--- src/hw/cog_pkg.sv ---
// Constants for the six-output clock gating block: register map, field
// positions, reset values and timing counts.
// Assumes a 125 MHz core clock that also serves as the reference clock.
`default_nettype none

package cog_pkg;

  // ----------------------------------------------------------------------
  // Structure
  // ----------------------------------------------------------------------
  localparam int NUM_OUTPUTS = 6;
  localparam int REG_ADDR_W  = 3;
  localparam int REG_DATA_W  = 8;
  localparam int SYNC_STAGES = 2;

  // ----------------------------------------------------------------------
  // Register indices
  // ----------------------------------------------------------------------
  localparam logic [2:0] REG_RSVD0_IDX      = 3'h0;
  localparam logic [2:0] REG_GATE_A_IDX     = 3'h1;
  localparam logic [2:0] REG_GATE_B_IDX     = 3'h2;
  localparam logic [2:0] REG_IDENT_IDX      = 3'h3;
  localparam logic [2:0] REG_BYTE_COUNT_IDX = 3'h4;
  localparam logic [2:0] REG_STATUS_IDX     = 3'h7;

  // ----------------------------------------------------------------------
  // Field positions and reset values
  // ----------------------------------------------------------------------
  localparam int OUT0_GATE_BIT_POS = 4;
  localparam int OUT1_GATE_BIT_POS = 2;
  localparam int OUT2_GATE_BIT_POS = 0;
  localparam int OUT3_GATE_BIT_POS = 7;
  localparam int OUT4_GATE_BIT_POS = 6;
  localparam int OUT5_GATE_BIT_POS = 5;
  localparam int STATUS_SETTLED_POS = 7;

  localparam logic [7:0] GATE_A_RESET     = 8'h15;
  localparam logic [7:0] GATE_B_RESET     = 8'he0;
  localparam logic [7:0] BYTE_COUNT_RESET = 8'h06;
  localparam logic [5:0] GATE_BITS_RESET  = 6'h3f;
  // Arbitrary neutral identity value
  localparam logic [7:0] IDENT_DEFAULT    = 8'h5a;

  // ----------------------------------------------------------------------
  // Timing
  // ----------------------------------------------------------------------
  localparam int CORE_CLK_HZ         = 125_000_000;
  localparam int SETTLE_TIME_MS      = 5;
  localparam int SETTLE_CYCLES       = (SETTLE_TIME_MS * CORE_CLK_HZ) / 1000;
  localparam int SETTLE_CNT_W        = 20;
  localparam int CORE_PER_OUT_CYCLE  = 2;
  localparam int START_MAX_OUT_CYCLE = 6;

  typedef enum logic {COG_SETTLING, COG_RUNNING} cog_settle_t;

endpackage : cog_pkg

`default_nettype wire

--- src/hw/cog_sync.sv ---
// Multi-stage level synchroniser for a vector of enables.
// Assumes the destination clock is i_core_clk; the first stage feeds only
// the next stage.
`default_nettype none

module cog_sync #(
  parameter int WIDTH  = 6,
  parameter int STAGES = 2
) (
  input  wire logic             i_core_clk, // Core clock
  input  wire logic             i_rst_n,    // Async reset, active low
  input  wire logic             i_clk_en,   // Clock enable
  input  wire logic [WIDTH-1:0] i_d,        // Level to synchronise
  output logic      [WIDTH-1:0] o_q         // Synchronised level
);

  logic [STAGES-1:0][WIDTH-1:0] chain;
  logic [STAGES-1:0][WIDTH-1:0] next_chain;

  if (STAGES < 2 || WIDTH < 1)
  begin : g_bad_params
    $error("cog_sync needs at least two stages and one bit");
  end

  always_comb
  begin
    next_chain = chain;
    if (i_clk_en)
      next_chain = {chain[STAGES-2:0], i_d};
  end

  always_ff @(posedge i_core_clk or negedge i_rst_n)
  begin
    if (!i_rst_n)
      chain <= '0;
    else
      chain <= next_chain;
  end

  assign o_q = chain[STAGES-1];

endmodule // cog_sync

`default_nettype wire

--- src/hw/cog_gate.sv ---
// One glitch-free gated clock output.
// Assumes i_want is already synchronous to i_core_clk.
`default_nettype none

module cog_gate (
  input  wire logic i_core_clk, // Core clock
  input  wire logic i_rst_n,    // Async reset, active low
  input  wire logic i_clk_en,   // Clock enable
  input  wire logic i_want,     // Synchronised combined enable
  output logic      o_clk_out,  // Gated output clock, registered
  output logic      o_running   // Gate state, registered
);

  logic out_q;
  logic running;
  logic next_out;
  logic next_running;

  always_comb
  begin
    next_out     = out_q;
    next_running = running;
    if (i_clk_en)
    begin
      // A high phase always completes before a stop
      next_out     = ~out_q & i_want;
      // Gate moves only while the output is low
      next_running = out_q ? running : i_want;
    end
  end

  always_ff @(posedge i_core_clk or negedge i_rst_n)
  begin
    if (!i_rst_n)
    begin
      out_q   <= 1'b0;
      running <= 1'b0;
    end
    else
    begin
      out_q   <= next_out;
      running <= next_running;
    end
  end

  assign o_clk_out = out_q;
  assign o_running = running;

endmodule // cog_gate

`default_nettype wire

--- src/hw/cog_top.sv ---
// Top of the six-output clock gating block: enable bits, register port,
// power-up settling, synchroniser and one gate per output.
// Assumes pins are synchronous to i_core_clk and the far side drives them.
//
// Behaviour
// Output runs only with pin and bit
// Either pin low or bit clear stops
// Far side always drives enable pins
// Each output stops and starts independently
// Restart gives only full-width pulses
// Running within six output cycles of enable
// Stopped output is parked low
// Outputs held off until settle time
// Bits for outputs 0-2 in byte 1
// Bits for outputs 3-5 in byte 2
// Control registers reset to defaults
// Synchronise enables, gate changes when low
`default_nettype none

module cog_top
  import cog_pkg::*;
#(
  parameter int SETTLE_CYCLES_P = SETTLE_CYCLES
) (
  input  wire logic                   i_core_clk,       // Core clock, 125 MHz
  input  wire logic                   i_rst_n,          // Async reset, active low
  input  wire logic                   i_clk_en,         // Freezes state when low
  input  wire logic [NUM_OUTPUTS-1:0] i_out_enable_pin, // Enable pins, active high
  input  wire logic [REG_ADDR_W-1:0]  i_reg_addr,       // Register index
  input  wire logic [REG_DATA_W-1:0]  i_reg_wdata,      // Write data
  input  wire logic                   i_reg_we,         // Write strobe
  input  wire logic                   i_reg_re,         // Read strobe
  output logic      [REG_DATA_W-1:0]  o_reg_rdata,      // Read data, cycle after
  output logic      [NUM_OUTPUTS-1:0] o_buffered_clock_out, // Gated clocks
  output logic      [NUM_OUTPUTS-1:0] o_out_running,    // Gate state per output
  output logic                        o_settled         // Settle time elapsed
);

  // ----------------------------------------------------------------------
  // Elaboration checks and local timing
  // ----------------------------------------------------------------------
  localparam int START_MAX_CORE = START_MAX_OUT_CYCLE * CORE_PER_OUT_CYCLE;

  if (SETTLE_CYCLES_P < 1 || SETTLE_CYCLES_P >= (1 << SETTLE_CNT_W))
  begin : g_bad_settle
    $error("cog_top settle count out of range");
  end

  // ----------------------------------------------------------------------
  // Field mapping
  // ----------------------------------------------------------------------
  function automatic logic [7:0] pack_gate_a(input logic [NUM_OUTPUTS-1:0] bits);
    logic [7:0] b;
    b = 8'h00;
    b[OUT0_GATE_BIT_POS] = bits[0];
    b[OUT1_GATE_BIT_POS] = bits[1];
    b[OUT2_GATE_BIT_POS] = bits[2];
    return b;
  endfunction

  function automatic logic [7:0] pack_gate_b(input logic [NUM_OUTPUTS-1:0] bits);
    logic [7:0] b;
    b = 8'h00;
    b[OUT3_GATE_BIT_POS] = bits[3];
    b[OUT4_GATE_BIT_POS] = bits[4];
    b[OUT5_GATE_BIT_POS] = bits[5];
    return b;
  endfunction

  // ----------------------------------------------------------------------
  // Registers
  // ----------------------------------------------------------------------
  logic [NUM_OUTPUTS-1:0] out_gate_bits;
  logic [NUM_OUTPUTS-1:0] next_out_gate_bits;
  logic [7:0]             byte_count;
  logic [7:0]             next_byte_count;
  logic [7:0]             rdata;
  logic [7:0]             next_rdata;
  logic                   settled;

  always_comb
  begin
    next_out_gate_bits = out_gate_bits;
    next_byte_count    = byte_count;
    next_rdata         = 8'h00;
    if (i_clk_en)
    begin
      if (i_reg_we)
      begin
        unique case (i_reg_addr)
          REG_GATE_A_IDX:
          begin
            next_out_gate_bits[0] = i_reg_wdata[OUT0_GATE_BIT_POS];
            next_out_gate_bits[1] = i_reg_wdata[OUT1_GATE_BIT_POS];
            next_out_gate_bits[2] = i_reg_wdata[OUT2_GATE_BIT_POS];
          end
          REG_GATE_B_IDX:
          begin
            next_out_gate_bits[3] = i_reg_wdata[OUT3_GATE_BIT_POS];
            next_out_gate_bits[4] = i_reg_wdata[OUT4_GATE_BIT_POS];
            next_out_gate_bits[5] = i_reg_wdata[OUT5_GATE_BIT_POS];
          end
          REG_BYTE_COUNT_IDX: next_byte_count = i_reg_wdata;
          default: ;
        endcase
      end
      if (i_reg_re)
      begin
        unique case (i_reg_addr)
          REG_GATE_A_IDX:     next_rdata = pack_gate_a(out_gate_bits);
          REG_GATE_B_IDX:     next_rdata = pack_gate_b(out_gate_bits);
          REG_IDENT_IDX:      next_rdata = IDENT_DEFAULT;
          REG_BYTE_COUNT_IDX: next_rdata = byte_count;
          REG_STATUS_IDX:
          begin
            next_rdata = {2'b00, o_out_running};
            next_rdata[STATUS_SETTLED_POS] = settled;
          end
          // Reserved byte 0 and unmapped indices read zero
          default:            next_rdata = 8'h00;
        endcase
      end
    end
    else
      next_rdata = rdata;
  end

  always_ff @(posedge i_core_clk or negedge i_rst_n)
  begin
    if (!i_rst_n)
    begin
      out_gate_bits <= GATE_BITS_RESET;
      byte_count    <= BYTE_COUNT_RESET;
      rdata         <= 8'h00;
    end
    else
    begin
      out_gate_bits <= next_out_gate_bits;
      byte_count    <= next_byte_count;
      rdata         <= next_rdata;
    end
  end

  assign o_reg_rdata = rdata;

  // ----------------------------------------------------------------------
  // Power-up settling
  // ----------------------------------------------------------------------
  cog_settle_t             settle_state;
  cog_settle_t             next_settle_state;
  logic [SETTLE_CNT_W-1:0] settle_cnt;
  logic [SETTLE_CNT_W-1:0] next_settle_cnt;

  always_comb
  begin
    next_settle_state = settle_state;
    next_settle_cnt   = settle_cnt;
    if (i_clk_en)
    begin
      unique case (settle_state)
        COG_SETTLING:
        begin
          next_settle_cnt = settle_cnt + 1'b1;
          if (settle_cnt == SETTLE_CNT_W'(SETTLE_CYCLES_P - 1))
            next_settle_state = COG_RUNNING;
        end
        COG_RUNNING: next_settle_cnt = settle_cnt;
      endcase
    end
  end

  always_ff @(posedge i_core_clk or negedge i_rst_n)
  begin
    if (!i_rst_n)
    begin
      settle_state <= COG_SETTLING;
      settle_cnt   <= '0;
    end
    else
    begin
      settle_state <= next_settle_state;
      settle_cnt   <= next_settle_cnt;
    end
  end

  assign settled   = (settle_state == COG_RUNNING);
  assign o_settled = settled;

  // ----------------------------------------------------------------------
  // Enable combining, synchronising and gating
  // ----------------------------------------------------------------------
  logic [NUM_OUTPUTS-1:0] want_raw;
  logic [NUM_OUTPUTS-1:0] want_sync;

  // Outputs stay silent until settled so consumers never see early clocks
  assign want_raw = i_out_enable_pin & out_gate_bits & {NUM_OUTPUTS{settled}};

  // Pins are taken as synchronous, but the extra stages keep the gate clean
  cog_sync #(
    .WIDTH  (NUM_OUTPUTS),
    .STAGES (SYNC_STAGES)
  ) u_sync (
    .i_core_clk (i_core_clk),
    .i_rst_n    (i_rst_n),
    .i_clk_en   (i_clk_en),
    .i_d        (want_raw),
    .o_q        (want_sync)
  );

  for (genvar g = 0; g < NUM_OUTPUTS; g++)
  begin : g_out
    // Each output owns its gate, so others keep running undisturbed
    cog_gate u_gate (
      .i_core_clk (i_core_clk),
      .i_rst_n    (i_rst_n),
      .i_clk_en   (i_clk_en),
      .i_want     (want_sync[g]),
      .o_clk_out  (o_buffered_clock_out[g]),
      .o_running  (o_out_running[g])
    );

  end
endmodule // cog_top

`default_nettype wire

--- config.mk ---
export PLATFORM = sky130hd
export DESIGN_NAME = cog_top
export DESIGN_NICKNAME = d
export VERILOG_FILES = /design/src/hw/cog_pkg.sv /design/src/hw/cog_sync.sv /design/src/hw/cog_gate.sv /design/src/hw/cog_top.sv
export SDC_FILE = /design/constraint.sdc
export NUM_CORES = 1
export LEC_CHECK = 0
export BUFFER_PORTS_ARGS = -buffer_cell sky130_fd_sc_hd__buf_2
export CORE_UTILIZATION = 57
export DETAILED_ROUTE_END_ITERATION = 16
export PLACE_DENSITY = 0.81
export SKIP_CTS_REPAIR_TIMING = 1
export SLEW_MARGIN = 20
export SYNTH_ARGS = -nofsm -noshare
export SYNTH_HDL_FRONTEND = slang
export SYNTH_SLANG_ARGS = --single-unit
--- constraint.sdc ---
create_clock -name i_core_clk -period 1.8 [get_ports i_core_clk]
set_clock_uncertainty 0.1 [all_clocks]
set_input_delay 0.54 -clock i_core_clk [delete_from_list [all_inputs] [get_ports i_core_clk]]
set_output_delay 0.54 -clock i_core_clk [all_outputs]
set_load 0.05 [all_outputs]
Word level (Yosys, flattened, before mapping)
Index checks and enable logic that the tools add are counted.
- equal/unequal tests: 6
- mux-type cells: 5
- add/sub/neg operators: 1
- bitwise logic cells: 15
- reduce and logical (&&, ||, !) cells: 10
- operators with widths (kind ; count):
    one-hot mux 8 bit (5 select lines) ; 1
    adder 20 x 1 -> 20 bit (second input constant) ; 1
    equality test 20 bit (second input constant) ; 1
    2-to-1 mux 20 bit ; 1
    AND reduction 2 bit ; 7
    AND 6 bit ; 2
    AND reduction 3 bit ; 3
    2-to-1 mux 8 bit ; 1
    inverter 1 bit ; 7
    AND 1 bit ; 6
    equality test 3 x 2 -> 1 bit (second input constant) ; 2
    equality test 3 bit (second input constant) ; 2
    equality test 3 x 1 -> 1 bit (second input constant) ; 1
    2-to-1 mux 1 bit ; 2
- register bits after elaboration: 67

Depth between registers and ports, before layout
- depth after elaboration: 3
- depth in mapped cells: 6
- gate-level depth less buffers: 5

By module
From an unflattened synthesis, not the netlist that was laid out.
- cells, all modules: 258
- area, all modules: 3072.9 um^2
- modules (own cells, without submodules) (module ; area each (um^2) ; cells each ; instances ; sequential area each (um^2)):
    cog_top ; 2055.7 ; 179 ; 1 ; 1086.0
    cog_sync ; 529.3 ; 31 ; 1 ; 300.3
    cog_gate ; 81.3 ; 8 ; 6 ; 50.0

Worst setup path after synthesis
Ideal clock, no wire load.
- kind: input port to flip-flop
- start point: input i_clk_en
- end point: register byte_count[0]
- library setup time: 0.125 ns
- stages on the path: 4
- required time: 1.575 ns
- slack: 0.103 ns
- arrival: 1.472 ns
- cells stage by stage: buf_2 -> nand2_2 -> nor3_4 -> mux2_2
- longest elaborated chain between the ends: 1
- ends and longest elaborated chain (what ; RTL line ; RTL):
    from (decl) ; cog_top.sv:27 ; input wire logic i_clk_en,
    AND reduction 3 bit (no source line) ; -- ;
    to (signal assigned) ; cog_top.sv:139 ; byte_count <= next_byte_count;
    to (decl) ; cog_top.sv:75 ; logic [7:0] byte_count;
Every way passes these cells.
A chain may end at the register's enable or synchronous reset.

Worst setup path after layout
- start point: register settle_state (netlist: o_settled)
- end point: output o_settled
- RTL lines (what ; RTL line ; RTL):
    from (decl) ; cog_top.sv:149 ; cog_settle_t settle_state;
    from (signal assigned) ; cog_top.sv:181 ; settle_state <= next_settle_state;
    to (decl) ; cog_top.sv:36 ; output logic o_settled
No word-level cell between the ends.

==> impl_results.md <==
* Status: finished clean
* DR DRC count at 0
* Total grt overflow at 0
* Clk slew on worst S/H paths at 0.07 ns
* Vias in the first global route at 1983
* Root buffer cell: clkbuf_8
* Via count at 2097
* Endpoints failing setup at 0
* Leak at 1.67 nW
* Min Tclk post-route at 1.67 ns
* Fin. Hold Viols at 0
* CP endpoint kind: primary output
* Setup CP Type: reg -> out
* Routed WL per cell at 15.9 µm
* Ys async rst share at 100%
* Num CTS Buffers at 9
* Total negative slack at 0 ns
* CORE AREA at 5140 µm²
* Die area at 5640 µm²
* # port buffers at 42
* Final Routed Wirelength at 6.04 mm
* Worst setup SP type: register
* Clock sink count at 67
* Vias per inst at 5.53
* Largest net degree at the start of global routing at 68
* RSZ-0062 raised after global routing: no
* PwrDens at 1030 nW/µm²
* Fmax at 0.599 GHz
* Post-synthesis register bit count at 67
* Area grow syn2layout at 15.5%
* Starting Density at 59.2%
* Commonest non-fill, non-tap cell in the layout: dfrtp_1
* Routability cong. at 0.810
* Ports at 43
* GRT Overall Usage at 23.4%
* Row cnt at 26
* Syn nets at 284
* Mapped cell area at 3040 µm²
* Worst-path fanout max at 4
* Place WS at 0.0507 ns
* Hpwl dp at 4.25 mm
* Worst Path Required at 1.16 ns
* Bufs and invs on worst path at 1
* Crit path cell chain: buf_2
* Period utilisation layout at 92.7%
* Number of flops mapped to enable cells by yosys at 0
* DRT iter0 DRCs at 142
* First-pass GRT wire length at 9.43 mm
* Worst skew pair latency at 0.34 ns
* Most frequent cells in the layout: dfrtp_1, buf_2, mux2_2, o21ai_0, nand2_1
* Peak supply drop at 559 µV
* Mean Syn Cell Area at 11.7 µm²
* Max-slew headroom at 73.8%
* NumNets Final at 327
* Netlist cell types at 39
* YS warnings at 0
* Initial antenna violation count at 0
* Max-Cap Viols at 0
* Setup WS post-layout at 0.132 ns
* CTS tree: done
* Critical Path AT at 1.03 ns
* H-tree levels at 3
* Die H at 75.1 µm
* Share of cells above drive strength 1 at 34.3%
* Max Buffers Root-to-Sink at 2
* Least-Margin Pin Slew at 0.389 ns
* Number of inserted diodes at 0
* Post-Syn Instances at 261
* Antenna Nets Post-Route at 0
* Finished Core Util at 68.4%
* DRT Pass-1 Iters at 4
* Max stage delay cell, worst path: dfrtp_1
* Register area share after synthesis at 55.4%
* DIE WIDTH at 75.1 µm
* Top delay family on crit path: flip-flops
* Min-Delay Path Class: in -> async
* CP max stage delay at 0.40 ns
* Final Slew Violations at 0
* Ys flop type: dfrtp_1
-- cell usage after synthesis, drive strengths merged, types with 5 or more instances --
library cell | instances | area, µm²
nor3 | 5 | 41.3
nor2 | 12 | 45.0
xor2 | 5 | 43.8
inv | 14 | 52.6
xnor2 | 15 | 131
nand4 | 8 | 65.1
nand3 | 13 | 70.1
dfrtp | 59 | 1480
dfstp | 8 | 210
nand2 | 18 | 70.1
mux2 | 21 | 236
buf | 18 | 121
o2bb2ai | 8 | 70.1
o21ai | 19 | 95.1
-- state kept, by name, indices dropped and copies added (netlist names) --
| signal | count |
|---|---|
| o_reg_rdata | 8 |
| u_sync.o_q | 6 |
| g_out.u_gate.o_clk_out | 6 |
| settle_cnt | 20 |
| o_settled | 1 |
| byte_count | 8 |
| u_sync.chain | 6 |
| out_gate_bits | 6 |
| g_out.u_gate.o_running | 6 |
-- metal layers --
| layer | wire length, µm | up-vias | GRT usage (%) |
|---|---|---|---|
| met4 | 54 | 0 | 7.76 |
| met2 | 2740 | 51 | 34.7 |
| li1 | - | 995 | - |
| met1 | 2980 | 1046 | 33.2 |
| met5 | 0 | - | 0 |
| met3 | 268 | 5 | 6.96 |
-- logic make-up (layout without fill, tap and decap cells) --
group | Yosys count | count (layout) | synth area share, %
AOI/OAI and AO/OA | 41 | 41 | 9.12
xor gates and xnor gates | 20 | 20 | 5.75
adders and majority gates | 1 | 1 | 0.411
buffers and inverters | 36 | 84 | 6.21
DFF | 67 | 67 | 55.4
muxes | 21 | 21 | 7.77
and+or+nand+nor | 75 | 75 | 15.3
-- layout make-up --
type / instances / area (µm²)
clock inverter: 1 / 30.0
timing repair buffer: 54 / 313
fill: 391 / 1630
multi-input combinational: 158 / 1170
inverter: 14 / 52.6
sequential: 67 / 1690
tap: 70 / 87.6
clock buffer: 15 / 176
-- path summary, 6_finish.rpt --
kind / startpoint / endpoint / slack, ns / cells past startpoint
hold reg to reg: settle_cnt[19] / settle_cnt[19] / 0.38 / 1
max in group asynchronous: i_rst_n / out_gate_bits[0] / 1.17 / 2
setup reg to reg: settle_cnt[0] / settle_cnt[14] / 0.14 / 5
min in group i_core_clk: i_reg_wdata[1] / byte_count[1] / 0.34 / 2
hold / removal: i_rst_n / settle_cnt[6] / 0.09 / 2
setup / recovery: o_settled / o_settled / 0.13 / 1
-- per-stage QoR --
step	total power, W	hold slack, ns	std cells	cell area, µm²
4_1_cts	0.00365	0.111	379	3510
5_1_grt	0.00378	0.118	379	3510
2_1_floorplan	0.00217	0.144	261	3040
3_5_place_dp	0.00235	0.361	363	3310
3_3_place_gp	0.00232	0.362	363	3310
6_report	0.00362	0.0902	379	3510
-- report_power, final --
part	total (W)	switching (W)	internal (W)	leakage (nW)
Combinational	0.000449	0.000233	0.000216	0.690
Clock	0.00130	0.000540	0.000756	0.104
Sequential	0.00187	0.000175	0.00170	0.879
(Power assumes the default switching activity.)
